File: src/pkg/cesl_pkg.sv
/*
 * cesl_pkg: constants and carrier types of the controller error source
 * logic. Assumes a 32-bit register port with byte addresses, one word
 * per register.
 */
package cesl_pkg;

    // register byte addresses
    localparam logic [7:0] ADDR_CES      = 8'h00;
    localparam logic [7:0] ADDR_LINK_LOW = 8'h04;
    localparam logic [7:0] ADDR_EB_ADDR  = 8'h08;
    localparam logic [7:0] ADDR_EBI_CTRL = 8'h0C;
    localparam logic [7:0] ADDR_FW_CODE  = 8'h10;

    // controller error source field positions
    localparam int CES_ALL_SEEMS_WELL_FAILURE     = 0;
    localparam int CES_AUTONOMOUS_INTERRUPT     = 1;
    localparam int CES_PAR_EVEN = 2;
    localparam int CES_PAR_ODD  = 3;
    localparam int CES_TROUBLE  = 4;
    localparam int CES_BASE_LVL = 5;
    localparam int CES_OPCODE   = 6;
    localparam int CES_FW_LO    = 7;
    localparam int CES_FW_HI    = 11;
    localparam int CES_MODE     = 12;
    localparam int CES_PARITY   = 13;
    localparam int CES_SPARE    = 14;
    localparam int CES_LCLK     = 15;
    localparam int CES_HWSP0    = 16;
    localparam int CES_HWSP1    = 17;
    localparam int CES_EXT_BUS_ERROR_SUMMARY    = 18;
    localparam int CES_GRAM     = 19;
    localparam int CES_EXEC     = 20;
    localparam int CES_BP       = 21;
    localparam int CES_CLKPH    = 22;
    localparam int CES_XMM      = 23;

    // link status low field positions
    localparam int LNK_ILL_CMD  = 0;
    localparam int LNK_RX_PAR   = 1;
    localparam int LNK_RX_FRM   = 2;
    localparam int LNK_RXF_FULL = 4;
    localparam int LNK_RXF_HALF = 5;
    localparam int LNK_TXF_NE   = 6;
    localparam int LNK_ERR_SUM  = 7;
    localparam int LNK_TSA      = 8;
    localparam int LNK_TSEQ_LO  = 9;
    localparam int LNK_SSR      = 15;
    localparam int LNK_RSA      = 16;
    localparam int LNK_RSEQ_LO  = 17;
    localparam int LNK_NOC      = 22;

    // bit of the extended bus interface control register
    localparam int EBI_SET_STATUS = 17;

    localparam logic [23:0] CES_RESET  = 24'h000000;
    localparam logic [2:0]  LNK_RESET  = 3'h0;
    localparam logic [3:0]  UNIT_RESET = 4'h0;
    localparam int          UNITS      = 16;

    // error events, each a one-cycle pulse or a level
    typedef struct packed {
        logic        pbus_even_parity_fail;
        logic        pbus_odd_parity_fail;
        logic        unit_detected_error;
        logic        digit_buffer_overflow;
        logic        invalid_opcode;
        logic        iface_mode_failure;
        logic        iface_parity_error;
        logic        spare_error_input;
        logic        local_clock_failure;
        logic [1:0]  hardware_spare_input;
        logic        ext_bus_error_summary;
        logic        global_memory_error_summary;
        logic [15:0] exec_error_source;
        logic        backplane_error_summary;
        logic        clock_phase_error;
        logic        cross_controller_mismatch;
    } cesl_err_s;

    // link status from the extended bus interface
    typedef struct packed {
        logic             unit_illegal_command;
        logic             unit_rx_parity_error;
        logic             unit_rx_frame_error;
        logic             unit_rx_fifo_full;
        logic             unit_rx_fifo_half;
        logic             unit_tx_fifo_nonempty;
        logic [UNITS-1:0] unit_error;
        logic             tx_seq_active;
        logic [5:0]       tx_seq_state;
        logic             rx_seq_active;
        logic [4:0]       rx_seq_state;
        logic             near_op_complete;
    } cesl_link_s;

endpackage

File: src/design/cesl_top.sv
/*
 * cesl_top: controller error source register, link status low word and
 * the failure flags toward the host. Assumes all inputs synchronous to
 * REF_CLK and a register master that never issues read and write at once.
 */
// Design decisions made here: the placing of the registers and strobed register access.
`timescale 1ns/1ps
module cesl_top (
    input  wire logic                  REF_CLK,
    input  wire logic                  SYS_RST,
    input  wire logic                  CLK_EN,
    input  wire logic [7:0]            REG_ADDR,
    input  wire logic [31:0]           REG_WDATA,
    input  wire logic                  REG_WR,
    input  wire logic                  REG_RD,
    output logic      [31:0]           REG_RDATA,
    input  wire logic                  ORDER_ACTIVE,
    input  wire cesl_pkg::cesl_err_s   ERR_IN,
    input  wire cesl_pkg::cesl_link_s  LINK_IN,
    output logic                       UNIT_FAIL,
    output logic                       AUTO_UNIT_FAIL,
    output logic                       EBI_SEL
);

    logic [23:0] ces_r;
    logic [23:0] ces_nxt;
    logic [2:0]  lnk_err_r;
    logic [2:0]  lnk_err_nxt;
    logic [3:0]  unit_r;
    logic [3:0]  unit_nxt;
    logic        set_status_r;
    logic        set_status_nxt;
    logic [31:0] rdata_r;
    logic [31:0] rdata_nxt;
    logic [23:0] ev;
    logic        raise;
    logic        force_fail;
    logic [23:0] link_low;
    logic        wr_ces;
    logic        wr_link;
    logic        wr_fw;
    logic [4:0]  fw_code;

    // register write decode
    assign wr_ces  = REG_WR && (REG_ADDR == cesl_pkg::ADDR_CES);
    assign wr_link = REG_WR && (REG_ADDR == cesl_pkg::ADDR_LINK_LOW);
    assign wr_fw   = REG_WR && (REG_ADDR == cesl_pkg::ADDR_FW_CODE);
    assign fw_code = wr_fw ? REG_WDATA[4:0] : 5'h0;

    // map incoming events onto their error source bits
    always_comb begin
        ev = 24'h000000;
        ev[cesl_pkg::CES_PAR_EVEN] = ERR_IN.pbus_even_parity_fail;
        ev[cesl_pkg::CES_PAR_ODD]  = ERR_IN.pbus_odd_parity_fail;
        ev[cesl_pkg::CES_TROUBLE]  = ERR_IN.unit_detected_error
                                   | ERR_IN.digit_buffer_overflow;
        ev[cesl_pkg::CES_BASE_LVL] = 1'b0;
        ev[cesl_pkg::CES_OPCODE]   = ERR_IN.invalid_opcode;
        ev[cesl_pkg::CES_FW_HI:cesl_pkg::CES_FW_LO] = fw_code;
        ev[cesl_pkg::CES_MODE]     = ERR_IN.iface_mode_failure;
        ev[cesl_pkg::CES_PARITY]   = ERR_IN.iface_parity_error;
        ev[cesl_pkg::CES_SPARE]    = ERR_IN.spare_error_input;
        ev[cesl_pkg::CES_LCLK]     = ERR_IN.local_clock_failure;
        ev[cesl_pkg::CES_HWSP0]    = ERR_IN.hardware_spare_input[0];
        ev[cesl_pkg::CES_HWSP1]    = ERR_IN.hardware_spare_input[1];
        ev[cesl_pkg::CES_EXT_BUS_ERROR_SUMMARY]    = ERR_IN.ext_bus_error_summary;
        ev[cesl_pkg::CES_GRAM]     = ERR_IN.global_memory_error_summary;
        ev[cesl_pkg::CES_EXEC]     = |ERR_IN.exec_error_source;
        ev[cesl_pkg::CES_BP]       = ERR_IN.backplane_error_summary;
        ev[cesl_pkg::CES_CLKPH]    = ERR_IN.clock_phase_error;
        ev[cesl_pkg::CES_XMM]      = ERR_IN.cross_controller_mismatch;
    end

    // bus parity, opcode and mode faults always fail the order path;
    // the rest pick interrupt or failure from the order state, and
    // trouble is reported on its own bit and carries no failure
    always_comb begin
        force_fail = ev[cesl_pkg::CES_PAR_EVEN]
                   | ev[cesl_pkg::CES_PAR_ODD]
                   | ev[cesl_pkg::CES_OPCODE]
                   | ev[cesl_pkg::CES_MODE];
        raise = 1'b0;
        for (int i = cesl_pkg::CES_PAR_EVEN; i < 24; i++) begin
            if (i != cesl_pkg::CES_TROUBLE && i != cesl_pkg::CES_PAR_EVEN
                && i != cesl_pkg::CES_PAR_ODD && i != cesl_pkg::CES_OPCODE
                && i != cesl_pkg::CES_MODE && ev[i]) begin
                raise = 1'b1;
            end
        end
    end

    // next error source word: set wins over write-one-to-clear
    always_comb begin
        ces_nxt = ces_r;
        if (wr_ces) begin
            ces_nxt = ces_r & ~REG_WDATA[23:0];
        end
        ces_nxt = ces_nxt | ev;
        if (force_fail) begin
            ces_nxt[cesl_pkg::CES_ALL_SEEMS_WELL_FAILURE] = 1'b1;
        end
        if (raise) begin
            if (ORDER_ACTIVE) begin
                ces_nxt[cesl_pkg::CES_ALL_SEEMS_WELL_FAILURE] = 1'b1;
            end else begin
                ces_nxt[cesl_pkg::CES_AUTONOMOUS_INTERRUPT] = 1'b1;
            end
        end
        ces_nxt[cesl_pkg::CES_BASE_LVL] = 1'b0;
    end

    // sticky link error bits, cleared by writing ones
    always_comb begin
        lnk_err_nxt = lnk_err_r;
        if (wr_link) begin
            lnk_err_nxt = lnk_err_r & ~REG_WDATA[2:0];
        end
        lnk_err_nxt[cesl_pkg::LNK_ILL_CMD] =
            lnk_err_nxt[cesl_pkg::LNK_ILL_CMD]
            | LINK_IN.unit_illegal_command;
        lnk_err_nxt[cesl_pkg::LNK_RX_PAR] =
            lnk_err_nxt[cesl_pkg::LNK_RX_PAR]
            | LINK_IN.unit_rx_parity_error;
        lnk_err_nxt[cesl_pkg::LNK_RX_FRM] =
            lnk_err_nxt[cesl_pkg::LNK_RX_FRM]
            | LINK_IN.unit_rx_frame_error;
    end

    // unit address and control registers, plain read/write
    always_comb begin
        unit_nxt       = unit_r;
        set_status_nxt = set_status_r;
        if (REG_WR && (REG_ADDR == cesl_pkg::ADDR_EB_ADDR)) begin
            unit_nxt = REG_WDATA[3:0];
        end
        if (REG_WR && (REG_ADDR == cesl_pkg::ADDR_EBI_CTRL)) begin
            set_status_nxt = REG_WDATA[cesl_pkg::EBI_SET_STATUS];
        end
    end

    // assembled link status low word
    always_comb begin
        link_low = 24'h000000;
        link_low[2:0] = lnk_err_r;
        link_low[cesl_pkg::LNK_RXF_FULL] = LINK_IN.unit_rx_fifo_full;
        link_low[cesl_pkg::LNK_RXF_HALF] = LINK_IN.unit_rx_fifo_half;
        link_low[cesl_pkg::LNK_TXF_NE] = LINK_IN.unit_tx_fifo_nonempty;
        link_low[cesl_pkg::LNK_ERR_SUM] = LINK_IN.unit_error[unit_r];
        link_low[cesl_pkg::LNK_TSA] = LINK_IN.tx_seq_active;
        link_low[cesl_pkg::LNK_TSEQ_LO +: 6] = LINK_IN.tx_seq_state;
        link_low[cesl_pkg::LNK_SSR] = set_status_r;
        link_low[cesl_pkg::LNK_RSA] = LINK_IN.rx_seq_active;
        link_low[cesl_pkg::LNK_RSEQ_LO +: 5] = LINK_IN.rx_seq_state;
        link_low[cesl_pkg::LNK_NOC] = LINK_IN.near_op_complete;
    end

    // read mux; the answer is held until the next read
    always_comb begin
        rdata_nxt = rdata_r;
        if (REG_RD) begin
            case (REG_ADDR)
                cesl_pkg::ADDR_CES:
                    rdata_nxt = {8'h00, ces_r};
                cesl_pkg::ADDR_LINK_LOW:
                    rdata_nxt = {8'h00, link_low};
                cesl_pkg::ADDR_EB_ADDR:
                    rdata_nxt = {28'h0000000, unit_r};
                cesl_pkg::ADDR_EBI_CTRL:
                    rdata_nxt = {14'h0000, set_status_r, 17'h00000};
                cesl_pkg::ADDR_FW_CODE:
                    rdata_nxt = {27'h0000000,
                        ces_r[cesl_pkg::CES_FW_HI:cesl_pkg::CES_FW_LO]};
                default:
                    rdata_nxt = 32'h00000000;
            endcase
        end
    end

    // state registers; the clock enable freezes everything but the synchronous reset
    always_ff @(posedge REF_CLK) begin
        if (SYS_RST) begin
            ces_r        <= cesl_pkg::CES_RESET;
            lnk_err_r    <= cesl_pkg::LNK_RESET;
            unit_r       <= cesl_pkg::UNIT_RESET;
            set_status_r <= 1'b0;
            rdata_r      <= 32'h00000000;
        end else if (CLK_EN) begin
            ces_r        <= ces_nxt;
            lnk_err_r    <= lnk_err_nxt;
            unit_r       <= unit_nxt;
            set_status_r <= set_status_nxt;
            rdata_r      <= rdata_nxt;
        end
    end

    assign REG_RDATA      = rdata_r;
    assign UNIT_FAIL      = ces_r[cesl_pkg::CES_ALL_SEEMS_WELL_FAILURE];
    assign AUTO_UNIT_FAIL = ces_r[cesl_pkg::CES_AUTONOMOUS_INTERRUPT];
    assign EBI_SEL        = unit_r[3];

endmodule // cesl_top

File: config.mk
export PLATFORM = sky130hd
export DESIGN_NAME = cesl_top
export DESIGN_NICKNAME = d
export VERILOG_FILES = /design/src/pkg/cesl_pkg.sv /design/src/design/cesl_top.sv
export SDC_FILE = /design/constraint.sdc
export NUM_CORES = 1
export LEC_CHECK = 0
export BUFFER_PORTS_ARGS = -buffer_cell sky130_fd_sc_hd__buf_2
export CAP_MARGIN = 20
export CORE_UTILIZATION = 46
export CTS_BUF_LIST = sky130_fd_sc_hd__clkbuf_4
export CTS_CLUSTER_SIZE = 40
export DETAILED_ROUTE_END_ITERATION = 6
export GPL_ROUTABILITY_DRIVEN = 0
export PLACE_DENSITY = 0.82
export SETUP_SLACK_MARGIN = 0.02
export SKIP_CTS_REPAIR_TIMING = 1
export SYNTH_ARGS = -nofsm -noshare
export SYNTH_HDL_FRONTEND = slang
export SYNTH_SLANG_ARGS = --single-unit
File: constraint.sdc
create_clock -name REF_CLK -period 2.6 [get_ports REF_CLK]
set_clock_uncertainty 0.05 [all_clocks]
set_input_delay 0.52 -clock REF_CLK [delete_from_list [all_inputs] [get_ports REF_CLK]]
set_output_delay 0.52 -clock REF_CLK [all_outputs]
set_load 0.05 [all_outputs]
[After elaboration in Yosys (flattened, before gate mapping)]
Index checks and enable logic that the tools add are counted.
Operators by class
  reduce and logical (&&, ||, !) cells: 10
  bitwise operators: 12
  muxes and demuxes: 26
  equal/unequal tests: 4
  order comparisons: 1
Operators by type and width (number)
  24-bit case mux with 5 select lines: 1
  24-bit AND: 1
  24-bit 2-to-1 mux: 1
  24-bit NOT: 1
  24-bit OR: 1
  1-bit 2-to-1 mux: 20
  8-bit by 4-bit equality test with 1-bit output (second input constant): 2
  16-bit OR reduction: 1
  8-bit by 3-bit equality test with 1-bit output (second input constant): 1
  8-bit by 5-bit equality test with 1-bit output (second input constant): 1
  8-bit logical NOT: 1
  1-bit OR: 7
  2-bit AND reduction: 3
  1-bit logical AND: 5
  4-bit by 5-bit < comparator with 1-bit output (second input constant): 1
  5-bit 2-to-1 mux: 1
  1-bit binary-select mux with 4-bit select: 1
  3-bit AND: 1
  3-bit 2-to-1 mux: 1
  3-bit NOT: 1
  2-bit 2-to-1 mux: 1
Storage, ports and cells
  register bits after elaboration: 63
  bits of input ports: 114
  output and inout bits: 35

[Longest topological paths before layout]
Gate-level depths: netlist of the first run.
  word-level depth: 20
  gate-level depth with buffers: 7
  mapped depth without buffers: 4

[Least setup slack after synthesis of the first run]
OpenSTA, ideal clock, no wires.
  path type: input to register
  start point: in REG_ADDR[7]
  end point: reg unit_r[3]
  path buffers: 3
  data arrival time: 2.195 ns
  stages on the path: 7
  required time: 2.418 ns
  setup slack: 0.223 ns
  setup time: 0.132 ns
  cell sequence: or4_4 > buf_6 > or4b_1 > buf_2 > buf_2 > o31ai_1 > a21oi_1
On the way
  cells in the longest elaborated chain, start to end: 3
Ends and longest elaborated chain
  from (decl): RTL line cesl_top.sv:12  | input wire logic [7:0] REG_ADDR,
  8-bit by 4-bit equality test with 1-bit output: RTL line cesl_top.sv:133  | if (REG_WR && (REG_ADDR == cesl_pkg::ADDR_EB_ADDR)) begin
  1-bit logical AND: RTL line cesl_top.sv:133
  2-bit AND reduction (no source line)
  to (signal assigned): RTL line cesl_top.sv:184  | unit_r <= cesl_pkg::UNIT_RESET;
  to (signal assigned): RTL line cesl_top.sv:190  | unit_r <= unit_nxt;
  to (decl): RTL line cesl_top.sv:29  | logic [3:0] unit_r;
Every way passes these cells.
A chain may end at the register's enable or synchronous reset.

[Worst setup path in the final report of the first run]
  start point: in REG_ADDR[7]
  end point: reg unit_r[1]
The elaborated chain is that of the path after synthesis.

==> results of run 1 <==
-- where the power goes --
group | switching (uW) | total, uW | internal, uW
logic | 159 | 268 | 109
clock network | 307 | 420 | 113
registers | 15.6 | 884 | 868
-- placed cells by master (no fill, tap or decap), types with 2 or more instances in the layout --
master / Yosys / layout
a21oi_1: 31 / 31
nand4_1: 3 / 3
a32oi_1: 3 / 3
a22o_1: 2 / 2
buf_2: 6 / 131
conb_1: 1 / 8
a2bb2oi_1: 5 / 5
nand3_1: 7 / 7
clkbuf_4: 0 / 5
mux4_2: 3 / 3
o2bb2ai_1: 2 / 2
dfxtp_1: 55 / 55
nand2b_1: 8 / 8
nand3b_1: 2 / 2
mux2i_1: 7 / 7
buf_4: 8 / 13
nor2b_1: 4 / 4
inv_6: 0 / 2
a21o_1: 5 / 5
o21ai_0: 28 / 28
nor4_2: 0 / 2
nor4_1: 12 / 10
nor2_1: 14 / 14
nand2_1: 48 / 48
or3_1: 2 / 2
inv_1: 17 / 17
a222oi_1: 14 / 14
o31ai_1: 4 / 4
mux2_2: 2 / 2
-- worst max path at each step --
stage                end  slack [ns]  cells past startpoint
4_1_cts        unit_r[2]        0.59                      6
2_1_floorplan  unit_r[3]        0.22                      7
5_1_grt        unit_r[1]        0.50                      6
6_report       unit_r[1]        0.58                      6
3_5_place_dp   unit_r[2]        0.15                      6
3_3_place_gp   unit_r[0]        0.18                      6
-- logic make-up after synthesis --
family | after synthesis | share of synthesized area (%)
AO/OA/AOI/OAI | 103 | 24.91
buffers and inverters | 50 | 8.500
AND/OR/NAND/NOR | 111 | 20.64
multiplexers | 12 | 5.818
flip-flops | 55 | 40.00
other | 1 | 0.1362
-- stage by stage --
step / worst slack [ns] / power, uW
global route: 0.5012 / 1631
CTS: 0.5890 / 1572
floorplan: 0.2232 / 1049
detailed placement: 0.1519 / 1165
global placement: 0.1795 / 1158
finish: 0.5784 / 1572
-- registers in the layout, summed over array words and instances, names as in the netlist --
name and count:
REG_RDATA 24, ces_r 23, unit_r 4, lnk_err_r 3, set_status_r 1
-- per-layer routing --
layer / wire, um / part of all wire [%] / vias up
li1: - / - / 1451
met1: 3154 / 38 / 1468
met5: 0 / 0 / -
met4: 143 / 1.7 / 0
met3: 800 / 9.6 / 15
met2: 4229 / 51 / 177
-- layout make-up --
cell class | count | area share (%)
multi-input combinational | 234 | 41.37
sequential | 55 | 31.17
timing repair buffer | 144 | 21.32
tap | 72 | 2.550
inverter | 17 | 1.807
clock buffer | 5 | 1.063
clock inverter | 3 | 0.7085
-- tightest hold or removal path: stages --
cell	delay, ns
buf_2	0.07
a222oi_1	0.05
inv_1	0.05
==> impl_metrics.yaml, run 1 <==
logic_synthesis:
  synth_area_leader_cell: "dfxtp_1"
  synth_area_per_cell_um2: 8.291
  ys_top_cells_by_area: "dfxtp_1, nand2_1, a21oi_1, a222oi_1, o21ai_0"
  yosys.cell_types.count: 48
  synthArstFlopShare_pct: 0
  synth-warning-count: 0
  synth.most_common_cell: "dfxtp_1"
  ys.flop_type: "dfxtp_1"
  yosys.area.top_type_share_pct: 40.00
  synth_commonest_cells: "dfxtp_1, nand2_1, a21oi_1"
  syn_area_um2: 2753
  syn_inst: 332
  ys_seq_elements: 55
  yosysSeqAreaShare_pct: 40.00
  synth-edff-count: 0
routing:
  drt_first_iter_violations: 283
  post_drt_wl_per_cell_um: 15.71
  routed_wirelength_um: 8327
  drc: 0
  drtPass1Iterations: 5
  ant_nets: 0
  num_vias: 3111
  via_per_inst: 5.870
cts:
  numCtsBuffers: 5
  cts_tree: "yes"
  clkTransAtPathRegs_ns: 0.18
  clock_path_buffers: 2
  htreeDepth: 2
  cts_root_buffer: "clkbuf_4"
  clk_latency_ns: 0.41
  clock-sinks: 55
sta:
  tns_ns: 0
  min_period_over_period_pct: 77.75
  hold_violations: 0
  setup_viol: 0
  rsz0062_at_grt: "no"
  max_freq_mhz: 494.7
  finalMaxSlewViolations: 0
  max_slew.worst_pin.slew_ns: 0.7704
  period_needed_ns: 2.022
  whs_ns: 0.2482
  relSlewSlack_pct: 48.45
grt:
  busiest_layer: "met2"
  track_usage_pct: 27.39
  grt_pass1_vias: 2858
  grt_pass1_wl_um: 13320
  grt.overflow.total: 0
  grt_use_met2_pct: 47.50
  grt_max_degree: 28
  use_met1_pct: 32.27
  antenna_found_initial: 0
  gr-usage-met3_pct: 7.471
layout:
  layout-area-overhead-vs-synth_pct: 28.32
  num-nets-final: 571
  diodes: 0
  multi_input_area_um2: 1461
  fill_cells: 524
  utilization_pct: 62.61
  regArea_um2: 1101
  layout-drive-gt1-share_pct: 35.81
  fin_cells: 530
  final_area_um2: 3532
critical_path:
  reg2reg_depth: 4
  r2r-end: "REG_RDATA[7]"
  setup.worst_path.end_class: "flop"
  critPathTopFamily: "simple AND/OR/NAND/NOR gates"
  worstPathCellList: "buf_2 > or4_4 > or4b_1 > buf_4 > o31ai_1 > a21oi_1"
  worstPathArrival_ns: 2.27
  regToRegSetupSlack_ns: 0.94
  critical_path_class: "input pin to flop"
  r2r-start: "unit_r[1]"
  critPathMaxFanout: 23
  max_stage_delay_ns: 0.55
  start_kind: "input pin"
  crit_buf_inv: 2
  worst_path_max_delay_cell: "or4b_1"
  crit_start: "REG_ADDR[7]"
  cp.required_ns: 2.84
placed_design:
  dp_cells: 521
  dp_hpwl_um: 6406
  portBuffers: 131
  placedInstanceArea_um2: 3462
die:
  ios: 149
  start_util_pct: 48.79
  num_rows: 27
  die_area_um2: 6297
  die_h_um: 79.36
  dieWidth_um: 79.36
  core_area_um2: 5642
hold_path:
  hp-start: "LINK_IN[12]"
  min_to: "REG_RDATA[14]"
  hold_path_class: "input pin to flop"
  min_path_cells: 3
power_and_ir_drop:
  p_leak_uw: 0.001673
  power_density_nw_per_um2: 444.9
  ir_worst_vdd_v: 0.0002359
status:
  status: "completed"
job:
  drv_cap: 0
(Power assumes the default switching activity.)
==> inputs of run 2 (changes only) <==
--- a/config.mk
+++ b/config.mk
@@ -5,14 +5,15 @@
 export SDC_FILE = /design/constraint.sdc
 export NUM_CORES = 1
 export LEC_CHECK = 0
+export ABC_AREA = 1
 export BUFFER_PORTS_ARGS = -buffer_cell sky130_fd_sc_hd__buf_2
 export CAP_MARGIN = 20
-export CORE_UTILIZATION = 46
+export CORE_UTILIZATION = 44
 export CTS_BUF_LIST = sky130_fd_sc_hd__clkbuf_4
 export CTS_CLUSTER_SIZE = 40
 export DETAILED_ROUTE_END_ITERATION = 6
 export GPL_ROUTABILITY_DRIVEN = 0
-export PLACE_DENSITY = 0.82
+export PLACE_DENSITY = 0.8
 export SETUP_SLACK_MARGIN = 0.02
 export SKIP_CTS_REPAIR_TIMING = 1
 export SYNTH_ARGS = -nofsm -noshare
==> constraint.sdc (replaced) <==
create_clock -name REF_CLK -period 1.8 [get_ports REF_CLK]
set_clock_uncertainty 0.05 [all_clocks]
set_input_delay 0.36 -clock REF_CLK [delete_from_list [all_inputs] [get_ports REF_CLK]]
set_output_delay 0.36 -clock REF_CLK [all_outputs]
set_load 0.05 [all_outputs]
==> run 2 against run 1 <==
Against the previous run:
- combinational power is 38% higher
- core utilization shrank 6.1 points
- worst setup slack lost 0.26 ns
- synthesized area increased by 14%
- via count is 7.8% higher
- clock-buffer cell count unchanged
- die area up 18%
- non-clock buffer count fell by 1
- register-to-register slack got worse by 0.62 ns
- critical path type is now flop to primary output
- critical endpoint is now AUTO_UNIT_FAIL
- largest power group unchanged
==> impl_metrics.yaml, run 2 <==
logic_synthesis:
  synth_area_per_cell_um2: 6.877
  yosys.area.top_type_share_pct: 35.19
  synth-warning-count: 0
  syn_area_um2: 3129
  yosys.cell_types.count: 33
  yosysSeqAreaShare_pct: 35.19
  synthArstFlopShare_pct: 0
  ys.flop_type: "dfxtp_1"
  synth-edff-count: 0
  synth_area_leader_cell: "dfxtp_1"
  synth.most_common_cell: "nand2_1"
  ys_seq_elements: 55
  synth_commonest_cells: "nand2_1, nand3_1, dfxtp_1"
  syn_inst: 455
  ys_top_cells_by_area: "dfxtp_1, nand2_1, nand3_1, a21oi_1, nand3_2"
grt:
  antenna_found_initial: 0
  track_usage_pct: 23.57
  grt.overflow.total: 0
  grt_max_degree: 33
  grt_pass1_vias: 3100
  grt_pass1_wl_um: 13980
critical_path:
  r2r-start: "unit_r[0]"
  r2r-end: "REG_RDATA[7]"
  worstPathCellList: "buf_2"
  cp.required_ns: 1.39
  reg2reg_depth: 9
  max_stage_delay_ns: 0.41
  start_kind: "flop"
  setup.worst_path.end_class: "primary output"
  worstPathArrival_ns: 1.07
  critPathTopFamily: "flip-flops"
  critical_path_class: "flop to primary output"
  crit_buf_inv: 1
  critPathMaxFanout: 3
  worst_path_max_delay_cell: "dfxtp_1"
  regToRegSetupSlack_ns: 0.32
sta:
  finalMaxSlewViolations: 0
  min_period_over_period_pct: 82.44
  setup_slack_ns: 0.3160
  tns_ns: 0
  hold_violations: 0
  rsz0062_at_grt: "no"
  max_freq_mhz: 673.9
  setup_viol: 0
  period_needed_ns: 1.484
routing:
  top_layer: "met4"
  routed_wirelength_um: 8441
  num_vias: 3355
  met3_length_um: 610
  drt-met1-wl_um: 3791
  via_per_inst: 4.970
  post_drt_wl_per_cell_um: 12.51
  drc: 0
  route.met2.wl_um: 3911
  drt_first_iter_violations: 209
  drtPass1Iterations: 5
  ant_nets: 0
cts:
  cts_root_buffer: "clkbuf_4"
  cts_tree: "yes"
  clkTransAtPathRegs_ns: 0.16
  htreeDepth: 2
  numCtsBuffers: 5
  clock-sinks: 55
  clock_path_buffers: 2
  clk_latency_ns: 0.38
layout:
  num-nets-final: 694
  layout-drive-gt1-share_pct: 31.26
  largest_reg_flops: 24
  utilization_pct: 56.48
  mostFrequentLayoutCells: "buf_2, nand2_1, nand3_1"
  diodes: 0
  final_common_cell: "buf_2"
  layout-area-overhead-vs-synth_pct: 23.31
power_and_ir_drop:
  p_leak_uw: 0.001978
  p_total_uw: 2167
  ir_worst_vdd_v: 0.0002694
  power_density_nw_per_um2: 561.5
job:
  drv_cap: 0
hold_path:
  min_path_cells: 3
  hp-start: "LINK_IN[31]"
  min_to: "REG_RDATA[5]"
  hold_path_class: "input pin to flop"
die:
  num_rows: 30
  die_area_um2: 7453
  dieWidth_um: 86.33
  core_area_um2: 6832
  ios: 149
  start_util_pct: 45.81
  die_h_um: 86.33
placed_design:
  preCtsSetupSlack_ns: 0.07551
  portBuffers: 131
  dp_hpwl_um: 6657
status:
  status: "completed"
==> run 2: stage by stage <==
step | hold slack (ns) | cell area, um^2 | std cells
floorplan | 0.3879 | 3156 | 462
CTS | 0.1630 | 3859 | 675
global route | 0.1478 | 3859 | 675
detailed placement | 0.4023 | 3814 | 669
global placement | 0.3980 | 3814 | 669
finish | 0.1660 | 3859 | 675
==> run 2: where the power goes <==
| part | internal [uW] | leakage (uW) | switching, uW |
|---|---|---|---|
| combinational | 143 | 0.00151 | 229 |
| sequential | 1250 | 0.000448 | 21.4 |
| clock | 139 | 0.0000232 | 382 |
| total | 1530 | 0.00198 | 632 |
==> run 2: logic make-up after synthesis <==
kind of cell	synth area share (%)
other	0.1198
buffers and inverters	11.79
and+or+nand+nor	41.98
DFF	35.19
AOI/OAI and AO/OA	10.92
==> run 2: how the worst max path moves through the flow <==
stage,from,to,depth (start not counted)
floorplan,CLK_EN,ces_r[15],7
global placement,REG_ADDR[1],REG_RDATA[17],9
detailed placement,REG_ADDR[1],REG_RDATA[17],9
CTS,ces_r[1],AUTO_UNIT_FAIL,1
global route,unit_r[0],REG_RDATA[7],9
finish,ces_r[1],AUTO_UNIT_FAIL,1
==> run 2: cell type report <==
class,instances,area (um^2)
clock inverter,1,7.507
tap,96,120.1
fill,706,2973
timing repair buffer,143,770.7
sequential,55,1101
multi-input combinational,340,1685
inverter,35,136.4
clock buffer,5,37.54
==> run 2: per-layer routing <==
metal  global-route usage, %  vias up
li1                        -     1723
met1                   31.89     1473
met2                   38.31      146
met3                   4.762       13
met4                   6.364        0
met5                       0        -
==> inputs of run 3 (changes only) <==
==> constraint.sdc (replaced) <==
create_clock -name REF_CLK -period 1.2 [get_ports REF_CLK]
set_clock_uncertainty 0.05 [all_clocks]
set_input_delay 0.24 -clock REF_CLK [delete_from_list [all_inputs] [get_ports REF_CLK]]
set_output_delay 0.24 -clock REF_CLK [all_outputs]
set_load 0.05 [all_outputs]
==> run 3 against run 2 <==
Against the previous run:
- the run now ends with negative setup slack left
- die area is the same
- final cell count up 5.8%
- design area increased by 19%
- sequential power rose by 50%
- worst setup slack lost 0.39 ns
- sequential cell count did not move
- sequential share of layout area down 3.6 points
- combinational power is 77% higher
- non-clock buffer count is 36 higher
- core utilization is 11 points higher
- clock power rose by 74%
==> impl_metrics.yaml, run 3 (synthesized netlist as in run 2, its figures left out) <==
die:
  num_rows: 30
  core_area_um2: 6832
  die_area_um2: 7453
  start_util_pct: 45.81
  ios: 149
  die_h_um: 86.33
  dieWidth_um: 86.33
grt:
  antenna_found_initial: 0
  track_usage_pct: 25.51
  grt_pass1_vias: 3321
  grt.overflow.total: 0
  grt_max_degree: 33
  grt_pass1_wl_um: 15120
routing:
  post_drt_wl_per_cell_um: 13.79
  via_per_inst: 5.214
  routed_wirelength_um: 9845
  num_vias: 3723
  drt_first_iter_violations: 281
  ant_nets: 0
  drc: 0
  drtPass1Iterations: 5
cts:
  cts_root_buffer: "clkbuf_4"
  clock_path_buffers: 2
  htreeDepth: 2
  cts_tree: "yes"
  numCtsBuffers: 5
  clkTransAtPathRegs_ns: 0.16
  clk_latency_ns: 0.39
  clock-sinks: 55
layout:
  layout-area-overhead-vs-synth_pct: 47.18
  final_area_um2: 4606
  num-nets-final: 731
  mostFrequentLayoutCells: "nand2_1, buf_2, nand3_1"
  layout-drive-gt1-share_pct: 42.39
  final_common_cell: "nand2_1"
  largest_reg_flops: 24
  diodes: 0
placed_design:
  dp_hpwl_um: 7257
  preCtsSetupSlack_ns: -0.3507
  placedInstanceArea_um2: 4111
  portBuffers: 131
sta:
  max_freq_mhz: 784.4
  period_needed_ns: 1.275
  setup_slack_ns: -0.07480
  finalMaxSlewViolations: 0
  rsz0062_at_grt: "yes"
  min_period_over_period_pct: 106.2
  hold_violations: 0
  setup_viol: 23
critical_path:
  critPathMaxFanout: 7
  worstPathArrival_ns: 1.52
  critical_path_class: "flop to flop"
  cp.required_ns: 1.45
  setup.worst_path.end_class: "flop"
  start_kind: "flop"
status:
  violations: "negative setup slack"
  status: "complete, but fails checks"
hold_path:
  hold_path_class: "input pin to flop"
power_and_ir_drop:
  p_leak_uw: 0.002271
  power_density_nw_per_um2: 755.0
  ir_worst_vdd_v: 0.0004501
job:
  drv_cap: 0
-- run 3: critical path, stage by stage, from the launching register on --
cell        delay [ns]
dfxtp_4           0.41
clkinvlp_4        0.14
nor2_1            0.13
nor2_1            0.05
o21ai_0           0.09
nand3_1           0.09
nand2_1           0.07
nand2_1           0.06
nand3_2           0.06
a21oi_2           0.04
-- run 3: routing by layer --
layer  track usage [%]  routed length (um)
met5                 0                   0
met4             7.121                 205
met3             4.190                 829
met2             41.77                4842
met1             34.75                3968
-- run 3: final timing paths --
kind | startpoint | to | slack [ns] | cells past startpoint
max | unit_r[0] | REG_RDATA[7] | -0.07 | 9
min | LINK_IN[31] | REG_RDATA[5] | 0.03 | 3
max reg2reg | unit_r[0] | REG_RDATA[7] | -0.07 | 9
min reg2reg | ces_r[23] | REG_RDATA[23] | 0.42 | 2
-- run 3: per-stage QoR --
step	total power [uW]	instances	util [%]	hold WS [ns]	TNS [ns]
CTS	3456	701	61.12	0.02160	-3.706
finish	3477	714	67.42	0.02515	-0.5558
detailed placement	2577	693	60.18	0.4062	-15.07
floorplan	2280	462	-	0.3321	-0.0002398
global placement	2564	693	60.18	0.3924	-13.40
global route	3632	714	67.42	0.008895	-1.857
-- run 3: where the power goes --
group          internal (uW)  switching [uW]
logic                    274             384
registers               1870            39.6
clock network            249             658
-- run 3: cell type report --
type / count / area [um^2]
multi-input combinational: 341 / 1769
fill: 594 / 2226
clock inverter: 3 / 26.28
clock buffer: 5 / 37.54
timing repair buffer: 179 / 1334
sequential: 55 / 1149
inverter: 35 / 170.2
tap: 96 / 120.1
